===== config.mk =====
export PLATFORM = sky130hd
export DESIGN_NAME = bt1ch_regs
export DESIGN_NICKNAME = d
export VERILOG_FILES = /design/src/hw/bt1ch_pkg.sv /design/src/hw/bt1ch_regs.sv
export VERILOG_INCLUDE_DIRS = /design/src /design/src/hw
export SDC_FILE = /design/constraint.sdc
export NUM_CORES = 1
export LEC_CHECK = 0
export ABC_AREA = 1
export ABC_CLOCK_PERIOD_IN_PS = 2550
export BUFFER_PORTS_ARGS = -buffer_cell sky130_fd_sc_hd__buf_2
export CORE_ASPECT_RATIO = 1.25
export CORE_UTILIZATION = 54
export CTS_CLUSTER_SIZE = 8
export DETAILED_ROUTE_END_ITERATION = 10
export PLACE_DENSITY = 0.88
export SKIP_LAST_GASP = 1
export SYNTH_ARGS = -nofsm -noshare
export SYNTH_HDL_FRONTEND = slang
export SYNTH_SLANG_ARGS = --single-unit

===== constraint.sdc =====
create_clock -name ref_clk -period 2.55 [get_ports ref_clk]
set_input_delay 0.6375 -clock ref_clk [delete_from_list [all_inputs] [get_ports ref_clk]]
set_output_delay 0.6375 -clock ref_clk [all_outputs]
set_load 0.01 [all_outputs]

===== src/hw/bt1ch_defines.svh =====
// Offsets, field positions, reset values and fixed codes of the bridge header.
`ifndef BT1CH_DEFINES_SVH
`define BT1CH_DEFINES_SVH

`define BT1CH_OFS_ID 8'h00
`define BT1CH_OFS_CMD_STS 8'h04
`define BT1CH_OFS_CLASS 8'h08
`define BT1CH_OFS_MISC 8'h0c
`define BT1CH_OFS_BUS 8'h18
`define BT1CH_OFS_IO 8'h1c

// Identity defaults and the revision are arbitrary neutral values.
`define BT1CH_MAKER_ID_RST 16'h1a2b
`define BT1CH_PART_ID_RST 16'h3c4d
`define BT1CH_REVISION 8'h01

`define BT1CH_CMD_IO_EN 0
`define BT1CH_CMD_MEM_EN 1
`define BT1CH_CMD_BM_EN 2
`define BT1CH_CMD_PERR_RESP 6
`define BT1CH_CMD_ERR_REP 8
`define BT1CH_CMD_INTX_DIS 10
`define BT1CH_CMD_RW_MASK 16'h0547

`define BT1CH_STS_INT 19
`define BT1CH_STS_CAP 20
`define BT1CH_STS_MDPE 24
`define BT1CH_STS_STA 27
`define BT1CH_STS_RTA 28
`define BT1CH_STS_RMA 29
`define BT1CH_STS_SSE 30
`define BT1CH_STS_DPE 31

`define BT1CH_BASE_CLASS 8'h06
`define BT1CH_SUB_CLASS 8'h04
`define BT1CH_PROG_IF 8'h00
`define BT1CH_HDR_TYPE 8'h01
`define BT1CH_LAT_TIMER 8'h00
`define BT1CH_IO_32BIT 4'h1
`define BT1CH_BYTE_RST 8'h00
`define BT1CH_NIB_RST 4'h0
`define BT1CH_IO_LOW_ZERO 12'h000
`define BT1CH_IO_LOW_ONES 12'hfff

`endif


===== src/hw/bt1ch_pkg.sv =====
// Types shared by the bridge header register bank.
package bt1ch_pkg;

  typedef logic [7:0] bt1ch_byte_t;
  typedef logic [31:0] bt1ch_word_t;
  typedef logic [3:0] bt1ch_be_t;

endpackage : bt1ch_pkg


===== src/hw/bt1ch_regs.sv =====
// Type 1 bridge configuration header, offsets 00h to 1Ch, with side outputs.
//
// Notes on behaviour
// - Identity fields read-only; defaults replaceable by management load.
// - Command bit 0 enables primary I/O decode; resets to zero.
// - Command bit 1 enables primary memory decode; resets to zero.
// - Bit 2 clear: no upstream forwarding, requests from below are UR.
// - Command bits 3, 4, 5, 7 and 9 read zero, writes ignored.
// - Command bit 6 enables normal parity error handling.
// - Command bit 8 enables error reporting to the root; resets zero.
// - Command bit 10 masks own INTx only, never forwarded INTx.
// - Status bit 19 always reads zero.
// - Status bit 20 always reads one; capability pointer lives at 34h.
// - Status bit 24 set on primary parity error only if bit 6 set.
// - Status bit 27 set on completer abort sent; resets zero.
// - Status bits 28 and 29 set on received CA and UR completions.
// - Status bit 30 set on error message sent while bit 8 set.
// - Status bit 31 set on poisoned packet received; resets zero.
// - Class code reads 06h, 04h, 00h and is read-only.
// - Cache line size is read-write, unused, resets 00h.
// - Header type reads constant 01h.
// - Primary, secondary, subordinate bus numbers writable, reset 00h.
// - Both latency timers read 00h and ignore writes.
// - I/O base bits 7:4 give address 15:12; low bits zero.
// - I/O limit bits 15:12 give address 15:12; low bits all ones.
// - I/O base and limit indicator nibbles read one.
// - Write one clears a clearable status bit; write zero leaves it.
`timescale 1ns/1ps
`include "bt1ch_defines.svh"

module bt1ch_regs
(
  input wire logic ref_clk,
  input wire logic nrst,
  // Configuration request port.
  input wire logic cfg_req,
  input wire logic cfg_we,
  input wire logic [7:0] cfg_addr,
  input wire bt1ch_pkg::bt1ch_be_t cfg_be,
  input wire bt1ch_pkg::bt1ch_word_t cfg_wdata,
  output logic cfg_ack,
  output bt1ch_pkg::bt1ch_word_t cfg_rdata,
  // Identity load from the management port or serial memory.
  input wire logic id_load,
  input wire bt1ch_pkg::bt1ch_word_t id_load_data,
  // Events from the port datapath, one-cycle pulses.
  input wire logic parity_err_evt,
  input wire logic ca_sent_evt,
  input wire logic ca_rcvd_evt,
  input wire logic ur_rcvd_evt,
  input wire logic err_msg_sent_evt,
  input wire logic poison_rcvd_evt,
  // Error message request from the port's own error logic.
  input wire logic err_detect,
  output logic err_msg_send,
  // Own and forwarded interrupt requests.
  input wire logic own_intx_req,
  input wire logic fwd_intx_req,
  output logic own_intx_msg,
  output logic fwd_intx_msg,
  // Upstream request from below.
  input wire logic up_req_valid,
  input wire logic up_req_nonposted,
  output logic up_forward,
  output logic up_unsupported,
  output logic up_ur_cpl,
  // Control levels and windows for the forwarding datapath.
  output logic io_space_en,
  output logic mem_space_en,
  output logic bus_master_en,
  output logic parity_resp_en,
  output logic error_report_enable,
  output bt1ch_pkg::bt1ch_byte_t primary_bus,
  output bt1ch_pkg::bt1ch_byte_t secondary_bus,
  output bt1ch_pkg::bt1ch_byte_t subordinate_bus,
  input wire logic [15:0] io_addr,
  output logic io_in_window,
  output logic io_primary_hit
);
  import bt1ch_pkg::*;

  ////////////////////////////////////////////////////////////////////////////
  // Dword offsets as byte-wide constants, so that only their top six bits
  // take part in the decode and no comparison mixes widths.

  localparam bt1ch_byte_t ofs_id = `BT1CH_OFS_ID;
  localparam bt1ch_byte_t ofs_cmd_sts = `BT1CH_OFS_CMD_STS;
  localparam bt1ch_byte_t ofs_class = `BT1CH_OFS_CLASS;
  localparam bt1ch_byte_t ofs_misc = `BT1CH_OFS_MISC;
  localparam bt1ch_byte_t ofs_bus = `BT1CH_OFS_BUS;
  localparam bt1ch_byte_t ofs_io = `BT1CH_OFS_IO;
  // Writable command bits; legacy and reserved bits never reach a flop.
  localparam logic [15:0] cmd_rw_mask = `BT1CH_CMD_RW_MASK;

  ////////////////////////////////////////////////////////////////////////////

  logic [15:0] maker_identifier_q;
  logic [15:0] part_identifier_q;
  logic [15:0] command_q;
  logic sts_mdpe_q;
  logic sts_sta_q;
  logic sts_rta_q;
  logic sts_rma_q;
  logic sts_sse_q;
  logic sts_dpe_q;
  bt1ch_byte_t cache_line_size_q;
  bt1ch_byte_t primary_bus_number_q;
  bt1ch_byte_t secondary_bus_number_q;
  bt1ch_byte_t subordinate_bus_number_q;
  logic [3:0] io_base_q;
  logic [3:0] io_limit_q;
  logic cfg_ack_q;
  bt1ch_word_t cfg_rdata_q;
  logic wr;
  logic [15:0] io_bottom;
  logic [15:0] io_top;
  bt1ch_word_t rd_word;
  logic wr_cmd;
  logic wr_misc;
  logic wr_bus;
  logic wr_io;

  // Merges written bytes into a byte under its enable.
  function automatic bt1ch_byte_t bt1ch_merge(input bt1ch_byte_t old_v,
                                              input bt1ch_byte_t new_v,
                                              input logic en);
    bt1ch_merge = en ? new_v : old_v;
  endfunction : bt1ch_merge

  // A clearable flag: a fresh event wins over a clear in the same cycle.
  function automatic logic bt1ch_w1c(input logic cur,
                                     input logic set,
                                     input logic clr);
    bt1ch_w1c = set | (cur & ~clr);
  endfunction : bt1ch_w1c

  // True when a byte address falls in the dword of the given offset.
  function automatic logic bt1ch_dw_hit(input logic [7:0] addr,
                                        input bt1ch_byte_t ofs);
    bt1ch_dw_hit = (addr[7:2] == ofs[7:2]);
  endfunction : bt1ch_dw_hit

  assign wr = cfg_req & cfg_we;
  // The low two address bits pick a byte lane already carried by cfg_be,
  // so they are left out of every decode.
  assign wr_cmd = wr & bt1ch_dw_hit(cfg_addr, ofs_cmd_sts);
  assign wr_misc = wr & bt1ch_dw_hit(cfg_addr, ofs_misc);
  assign wr_bus = wr & bt1ch_dw_hit(cfg_addr, ofs_bus);
  assign wr_io = wr & bt1ch_dw_hit(cfg_addr, ofs_io);

  ////////////////////////////////////////////////////////////////////////////
  // Identity fields are never written by configuration software.
  // A load that falls in a reset cycle is lost; the defaults win.

  always_ff @(posedge ref_clk)
  begin
    if (!nrst)
    begin
      maker_identifier_q <= `BT1CH_MAKER_ID_RST;
      part_identifier_q <= `BT1CH_PART_ID_RST;
    end
    else if (id_load)
    begin
      maker_identifier_q <= id_load_data[15:0];
      part_identifier_q <= id_load_data[31:16];
    end
  end

  ////////////////////////////////////////////////////////////////////////////
  // Command register. Only implemented bits are stored, so the legacy bits
  // and the reserved top bits stay zero whatever is written.

  always_ff @(posedge ref_clk)
  begin
    if (!nrst)
      command_q <= 16'h0000;
    else if (wr_cmd)
    begin
      if (cfg_be[0])
        command_q[7:0] <= cfg_wdata[7:0] & cmd_rw_mask[7:0];
      if (cfg_be[1])
        command_q[15:8] <= cfg_wdata[15:8] & cmd_rw_mask[15:8];
    end
  end

  assign io_space_en = command_q[`BT1CH_CMD_IO_EN];
  assign mem_space_en = command_q[`BT1CH_CMD_MEM_EN];
  assign bus_master_en = command_q[`BT1CH_CMD_BM_EN];
  assign parity_resp_en = command_q[`BT1CH_CMD_PERR_RESP];
  assign error_report_enable = command_q[`BT1CH_CMD_ERR_REP];

  ////////////////////////////////////////////////////////////////////////////
  // Side effects of the command bits on the datapath handshakes.

  assign up_forward = up_req_valid & bus_master_en;
  assign up_unsupported = up_req_valid & ~bus_master_en;
  assign up_ur_cpl = up_unsupported & up_req_nonposted;
  assign err_msg_send = err_detect & error_report_enable;
  assign own_intx_msg = own_intx_req
                        & ~command_q[`BT1CH_CMD_INTX_DIS];
  // Forwarded interrupts bypass the disable bit deliberately.
  assign fwd_intx_msg = fwd_intx_req;

  ////////////////////////////////////////////////////////////////////////////
  // Primary status flags.

  logic sts_wr;
  logic [15:0] sts_clr;
  logic mdpe_set;
  logic sse_set;

  // Enables gate the set side only; a flag already set stays readable
  // after software turns its enable off.
  assign mdpe_set = parity_err_evt & parity_resp_en;
  assign sse_set = err_msg_sent_evt & error_report_enable;
  assign sts_wr = wr_cmd;
  assign sts_clr = sts_wr ? {cfg_be[3] ? cfg_wdata[31:24] : 8'h00,
                             cfg_be[2] ? cfg_wdata[23:16] : 8'h00}
                          : 16'h0000;

  always_ff @(posedge ref_clk)
  begin
    if (!nrst)
    begin
      sts_mdpe_q <= 1'b0;
      sts_sse_q <= 1'b0;
      sts_dpe_q <= 1'b0;
    end
    else
    begin
      sts_mdpe_q <= bt1ch_w1c(sts_mdpe_q, mdpe_set,
                              sts_clr[`BT1CH_STS_MDPE - 16]);
      sts_sse_q <= bt1ch_w1c(sts_sse_q, sse_set,
                             sts_clr[`BT1CH_STS_SSE - 16]);
      sts_dpe_q <= bt1ch_w1c(sts_dpe_q, poison_rcvd_evt,
                             sts_clr[`BT1CH_STS_DPE - 16]);
    end
  end

  // These three are read-only to software, so only reset clears them.
  always_ff @(posedge ref_clk)
  begin
    if (!nrst)
    begin
      sts_sta_q <= 1'b0;
      sts_rta_q <= 1'b0;
      sts_rma_q <= 1'b0;
    end
    else
    begin
      sts_sta_q <= sts_sta_q | ca_sent_evt;
      sts_rta_q <= sts_rta_q | ca_rcvd_evt;
      sts_rma_q <= sts_rma_q | ur_rcvd_evt;
    end
  end

  ////////////////////////////////////////////////////////////////////////////
  // Cache line size, bus numbers and the low I/O window.

  always_ff @(posedge ref_clk)
  begin
    if (!nrst)
      cache_line_size_q <= `BT1CH_BYTE_RST;
    else if (wr_misc)
      cache_line_size_q <= bt1ch_merge(cache_line_size_q, cfg_wdata[7:0],
                                       cfg_be[0]);
  end

  always_ff @(posedge ref_clk)
  begin
    if (!nrst)
    begin
      primary_bus_number_q <= `BT1CH_BYTE_RST;
      secondary_bus_number_q <= `BT1CH_BYTE_RST;
      subordinate_bus_number_q <= `BT1CH_BYTE_RST;
    end
    else if (wr_bus)
    begin
      primary_bus_number_q <= bt1ch_merge(primary_bus_number_q,
                                          cfg_wdata[7:0], cfg_be[0]);
      secondary_bus_number_q <= bt1ch_merge(secondary_bus_number_q,
                                            cfg_wdata[15:8],
                                            cfg_be[1]);
      subordinate_bus_number_q <= bt1ch_merge(subordinate_bus_number_q,
                                              cfg_wdata[23:16],
                                              cfg_be[2]);
    end
  end

  assign primary_bus = primary_bus_number_q;
  assign secondary_bus = secondary_bus_number_q;
  assign subordinate_bus = subordinate_bus_number_q;

  always_ff @(posedge ref_clk)
  begin
    if (!nrst)
    begin
      io_base_q <= `BT1CH_NIB_RST;
      io_limit_q <= `BT1CH_NIB_RST;
    end
    // Writes to the indicator nibbles are dropped; they are constants.
    else if (wr_io)
    begin
      if (cfg_be[0])
        io_base_q <= cfg_wdata[7:4];
      if (cfg_be[1])
        io_limit_q <= cfg_wdata[15:12];
    end
  end

  assign io_bottom = {io_base_q, `BT1CH_IO_LOW_ZERO};
  assign io_top = {io_limit_q, `BT1CH_IO_LOW_ONES};
  // A base above the limit makes an empty window, as software expects.
  assign io_in_window = (io_addr >= io_bottom)
                        && (io_addr <= io_top);
  assign io_primary_hit = io_in_window & io_space_en;

  ////////////////////////////////////////////////////////////////////////////
  // Read mux. Offsets outside this block's range read zero.
  // Read data is registered only on reads, so writes never disturb it.

  always_comb
  begin
    rd_word = 32'h0000_0000;
    case (cfg_addr[7:2])
      ofs_id[7:2]:
        rd_word = {part_identifier_q, maker_identifier_q};
      ofs_cmd_sts[7:2]:
      begin
        rd_word[15:0] = command_q;
        rd_word[`BT1CH_STS_INT] = 1'b0;
        rd_word[`BT1CH_STS_CAP] = 1'b1;
        rd_word[`BT1CH_STS_MDPE] = sts_mdpe_q;
        rd_word[`BT1CH_STS_STA] = sts_sta_q;
        rd_word[`BT1CH_STS_RTA] = sts_rta_q;
        rd_word[`BT1CH_STS_RMA] = sts_rma_q;
        rd_word[`BT1CH_STS_SSE] = sts_sse_q;
        rd_word[`BT1CH_STS_DPE] = sts_dpe_q;
      end
      ofs_class[7:2]:
        rd_word = {`BT1CH_BASE_CLASS, `BT1CH_SUB_CLASS, `BT1CH_PROG_IF,
                   `BT1CH_REVISION};
      ofs_misc[7:2]:
        rd_word = {8'h00, `BT1CH_HDR_TYPE, `BT1CH_LAT_TIMER,
                   cache_line_size_q};
      ofs_bus[7:2]:
        rd_word = {`BT1CH_LAT_TIMER, subordinate_bus_number_q,
                   secondary_bus_number_q, primary_bus_number_q};
      ofs_io[7:2]:
        rd_word = {16'h0000, io_limit_q, `BT1CH_IO_32BIT, io_base_q,
                   `BT1CH_IO_32BIT};
      default:
        rd_word = 32'h0000_0000;
    endcase
  end

  // Every request, read or write, is answered one cycle later.
  always_ff @(posedge ref_clk)
  begin
    if (!nrst)
    begin
      cfg_ack_q <= 1'b0;
      cfg_rdata_q <= 32'h0000_0000;
    end
    else
    begin
      cfg_ack_q <= cfg_req;
      if (cfg_req && !cfg_we)
        cfg_rdata_q <= rd_word;
    end
  end

  assign cfg_ack = cfg_ack_q;
  assign cfg_rdata = cfg_rdata_q;

endmodule : bt1ch_regs


==> reports/metrics.sh <==
CRITICAL-PATH-MAX-STAGE-DELAY_NS=0.30
CELLPOWERDENSITY_mW_PER_MM2=700
GRT_START_MAX_NET_PINS=35
GRT_PASS1_WL_MICRONS=23300
TIMING.SETUP.CRITICAL_PATH_CLASS='flip-flop to output port'
FP.COREAREA_SQ_MM=0.00922
CLOCK.FMAX_MHz=417
WORST-R2R-CELL-COUNT=4
SYNTH_TOP_AREA_SHARE_PCT=45.3
DRTANTENNAVIOLNETS=0
ROWS=39
FRACTION_OF_REGISTERS_WITH_ASYNC_SET_RESET_PCT=0
STDCELL_AREA_SQ_MM=0.00671
SYNTH.LARGEST_AREA_CELL='dfxtp_1'
POST-DP-HPWL_MICRONS=10400
BOUNDARYPINS=178
SLEW_HEADROOM_PCT=66.2
POWER.TOTAL_W=0.00469
TIGHTEST_SLEW_NS=0.507
R2R_START='command_q[0]$_SDFFE_PN0P_'
DRV_SLEW=0
CTS_TREE='built'
GP_CONGESTION=0.838
CRITICAL_PATH.SLOWEST_CELL='dfxtp_1'
DIE_W_MICRONS=89.5
DRT_PASS1_ITERATIONS=5
SYNTH_CELL_TYPE_COUNT=36
FP.DIEH_MICRONS=111
SYNTH.MOST_COMMON_CELL='nand2_1'
CRITPATHCAPTURETYPE='output port'
POWER.LEAKAGE_nW=3.22
POSTSYNTHNETCOUNT=823
CLOCKROOTBUFFER='clkbuf_16'
WORSTSETUPSTARTPOINTTYPE='flip-flop'
WORSTHOLDENDPOINT='sts_rma_q$_SDFF_PN0_'
YOSYS_WARNINGS=0
ROUTE.DETAILED.DRC=0
CRIT_TOP_CELL='nand2_1'
WORSTPATHCELLLIST='inv_1, ha_1, nand2_1, nor3_2, nand2_1, o21ai_1, nand2_1, nor2_1, buf_2'
FINAL_HOLD_VIOL_COUNT=0
TIMING.FINAL.CRIT_PERIOD_NS=2.40
GRT_OVERFLOW=0
GRT_PASS1_VIAS=5092
MULTIINPUTGATEAREA_SQ_MM=0.00232
LAYOUT_WORST_PATH_CYCLE_SHARE_PCT=94.0
WORST-ENDPOINT-REQUIRED_NS=1.91
ANTENNA_FOUND_INITIAL=1
WORSTHOLDPATHTYPE='input port to flip-flop'
SYN_INST=707
NFILLCELLS=757
DRIVE_GT1_SHARE_PCT=27.4
ROUTED_WIRE_LENGTH_MICRONS=14700
YS_FF_LATCH=117
SYNTH_FLOP_CELL='dfxtp_1'
PORT_BUFFERS=168
R2R_SETUP_SLK_NS=1.56
CTSHTREEMAXLEVEL=4
MAX_CAP_VIOL_COUNT=0
GRT_USE_TOTAL_PCT=31.1
YOSYSSEQAREASHARE_PCT=45.3
FLOORPLAN.DIE_AREA_SQ_MM=0.00997
SYNTHTOPCELLSBYCOUNT='127 x nand2_1, 117 x dfxtp_1, 94 x a21oi_1, 88 x inv_1, 81 x o21ai_0'
DETAILED_PLACE.AREA_SQ_MM=0.00608
POST_SYNTH_INSTANCE_AREA_SQ_MM=0.00517
SKEW_NS=0.00635
FIRST_ITER_VIOLATIONS=340
CTS_MADE_BUFFERS=17
CTS_HOLD_BUF=0
IR_DROP_V=0.000568
ROUTE.VIAS.TOTAL=5334
TIMING.CRITICAL_PATH.ARRIVAL_NS=1.76
ROUTE.DETAILED.WL_PER_INST_MICRONS=14.6
PATH_MAX_FANOUT=3
FINAL_NETS=987
FINAL-SEQ-AREA_SQ_MM=0.00234
CLOCKBUFFERDEPTH=2
SYNTH.AVG_CELL_AREA_SQ_UM=7.31
NUMBER_OF_ENABLE_TYPE_REGISTER_CELLS_IN_THE_SYNTHESIZED_NETLIST=0
SYNTH.AREA.TOP_CELLS='dfxtp_1 45%, nand2_1 9.2%, a21oi_1 9.1%'
HOLD_WS_NS=0.438
OUTCOME='finished clean'
SINK_COUNT=117
NUMBER_OF_VIAS_PER_CELL_AFTER_DETAILED_ROUTING=5.29
SKEW_PAIR_LATE_INSERTION_DELAY_NS=0.41
TIMING.HOLD.WORST.START='ur_rcvd_evt'
FINAL-SETUP-VIOL-COUNT=0
HOLD_PATH_DEPTH=3
WORSTREG2REGEND='cfg_rdata[0]$_SDFFE_PN0P_'
AREAGROWTHSYNTHTOFINISH_PCT=29.8
CLOCK_PIN_SLEW_REPORTED_FOR_THE_WORST_SETUP_AND_HOLD_PATHS_AFTER_CLOCK_TREE_SYNTHESIS_NS=0.05
POSTCTSSETUPREPAIRBUFS=0
INITIAL_CORE_UTIL_PCT=56.0
[power by group]
| part | switching (W) | total, W | internal [W] | leakage (nW) |
|---|---|---|---|---|
| clock | 0.000839 | 0.00245 | 0.00161 | 0.294 |
| sequential | 0.0000200 | 0.00190 | 0.00188 | 0.955 |
| combinational | 0.000210 | 0.000343 | 0.000133 | 1.97 |
[worst max-delay path: cells and delay by family, from the launching register on]
family,cells,cell delay (ns)
flip-flops,1,0.30
AND/OR/NAND/NOR,5,0.42
buffers and inverters,2,0.19
adder cells (fa/ha/maj),1,0.29
AO/OA/AOI/OAI,1,0.15
[through the flow]
step,instances,utilization (%),setup slack [ns],TNS [ns]
global route,1008,72.7,-0.0127,-0.0127
floorplan,707,-,0.381,0
detailed placement,975,65.9,0.110,0
CTS,1007,72.7,0.0588,0
global placement,975,65.9,0.135,0
finish,1008,72.7,0.153,0
[sequential cells by signal (all words and copies together) (netlist names)]
register and flops:
cache_line_size_q 8, cfg_ack 1, cfg_rdata 32, command_q 6, io_base_q 4, io_limit_q 4, maker_identifier_q 16, part_identifier_q 16
primary_bus 8, secondary_bus 8, sts_dpe_q 1, sts_mdpe_q 1, sts_rma_q 1, sts_rta_q 1, sts_sse_q 1, sts_sta_q 1
subordinate_bus 8
[cells by family after synthesis]
| group | synth area share [%] |
|---|---|
| DFF | 45.3 |
| AOI/OAI and AO/OA | 20.9 |
| buffers and inverters | 9.92 |
| and+or+nand+nor | 21.9 |
| adders and majority gates | 1.94 |
[repair_timing]
| action | CTS | global route |
|---|---|---|
| gates resized for setup | 0 | 2 |
| endpoints found under the setup margin | 0 | 2 |
| hold endpoints to repair | 0 | 0 |
[worst max-delay path by stage]
stage | start | end | slack, ns
global placement | io_addr[15] | io_primary_hit | 0.13
floorplan | io_addr[15] | io_primary_hit | 0.38
finish | io_limit_q[3]$_SDFFE_PN0P_ | io_primary_hit | 0.15
global route | io_limit_q[2]$_SDFFE_PN0P_ | io_primary_hit | -0.01
CTS | io_limit_q[2]$_SDFFE_PN0P_ | io_primary_hit | 0.06
detailed placement | io_addr[15] | io_primary_hit | 0.11
[layout by cell type, fill, tap and decap left out, types with 3 or more instances in the layout]
cell          n
ha_1          8
clkinvlp_4    4
buf_4        12
clkbuf_8      3
clkbuf_16    17
o211ai_1      7
o21ai_0      80
inv_1        87
bufinv_16     3
buf_2       168
nand3_1      21
nor2_2        5
inv_2         4
clkinv_2      3
o211ai_2      4
nand3_2       4
dfxtp_1     117
nor2_1       79
nand2_1     127
nand4_1       3
nor2_4        3
nand2_2       3
o22ai_1       6
a21oi_1      94
[layout make-up]
type                            instances  area share, %
Clock inverter                         12           2.28
Tap cell                              123           2.29
Clock buffer                           20           6.96
Antenna cell                            1         0.0373
Inverter                               91           5.09
Timing Repair Buffer                  180           13.9
Sequential cell                       117           34.9
Multi-Input combinational cell        464           34.6
[layer usage]
metal	share of wire (%)	GRT usage (%)	vias to the layer above
li1	-	-	2626
met1	40	36.7	2418
met2	49	50.9	248
met3	8.5	9.12	42
met4	3.3	15.0	0
met5	0	0	-
Power figures use the tool's default switching activity.
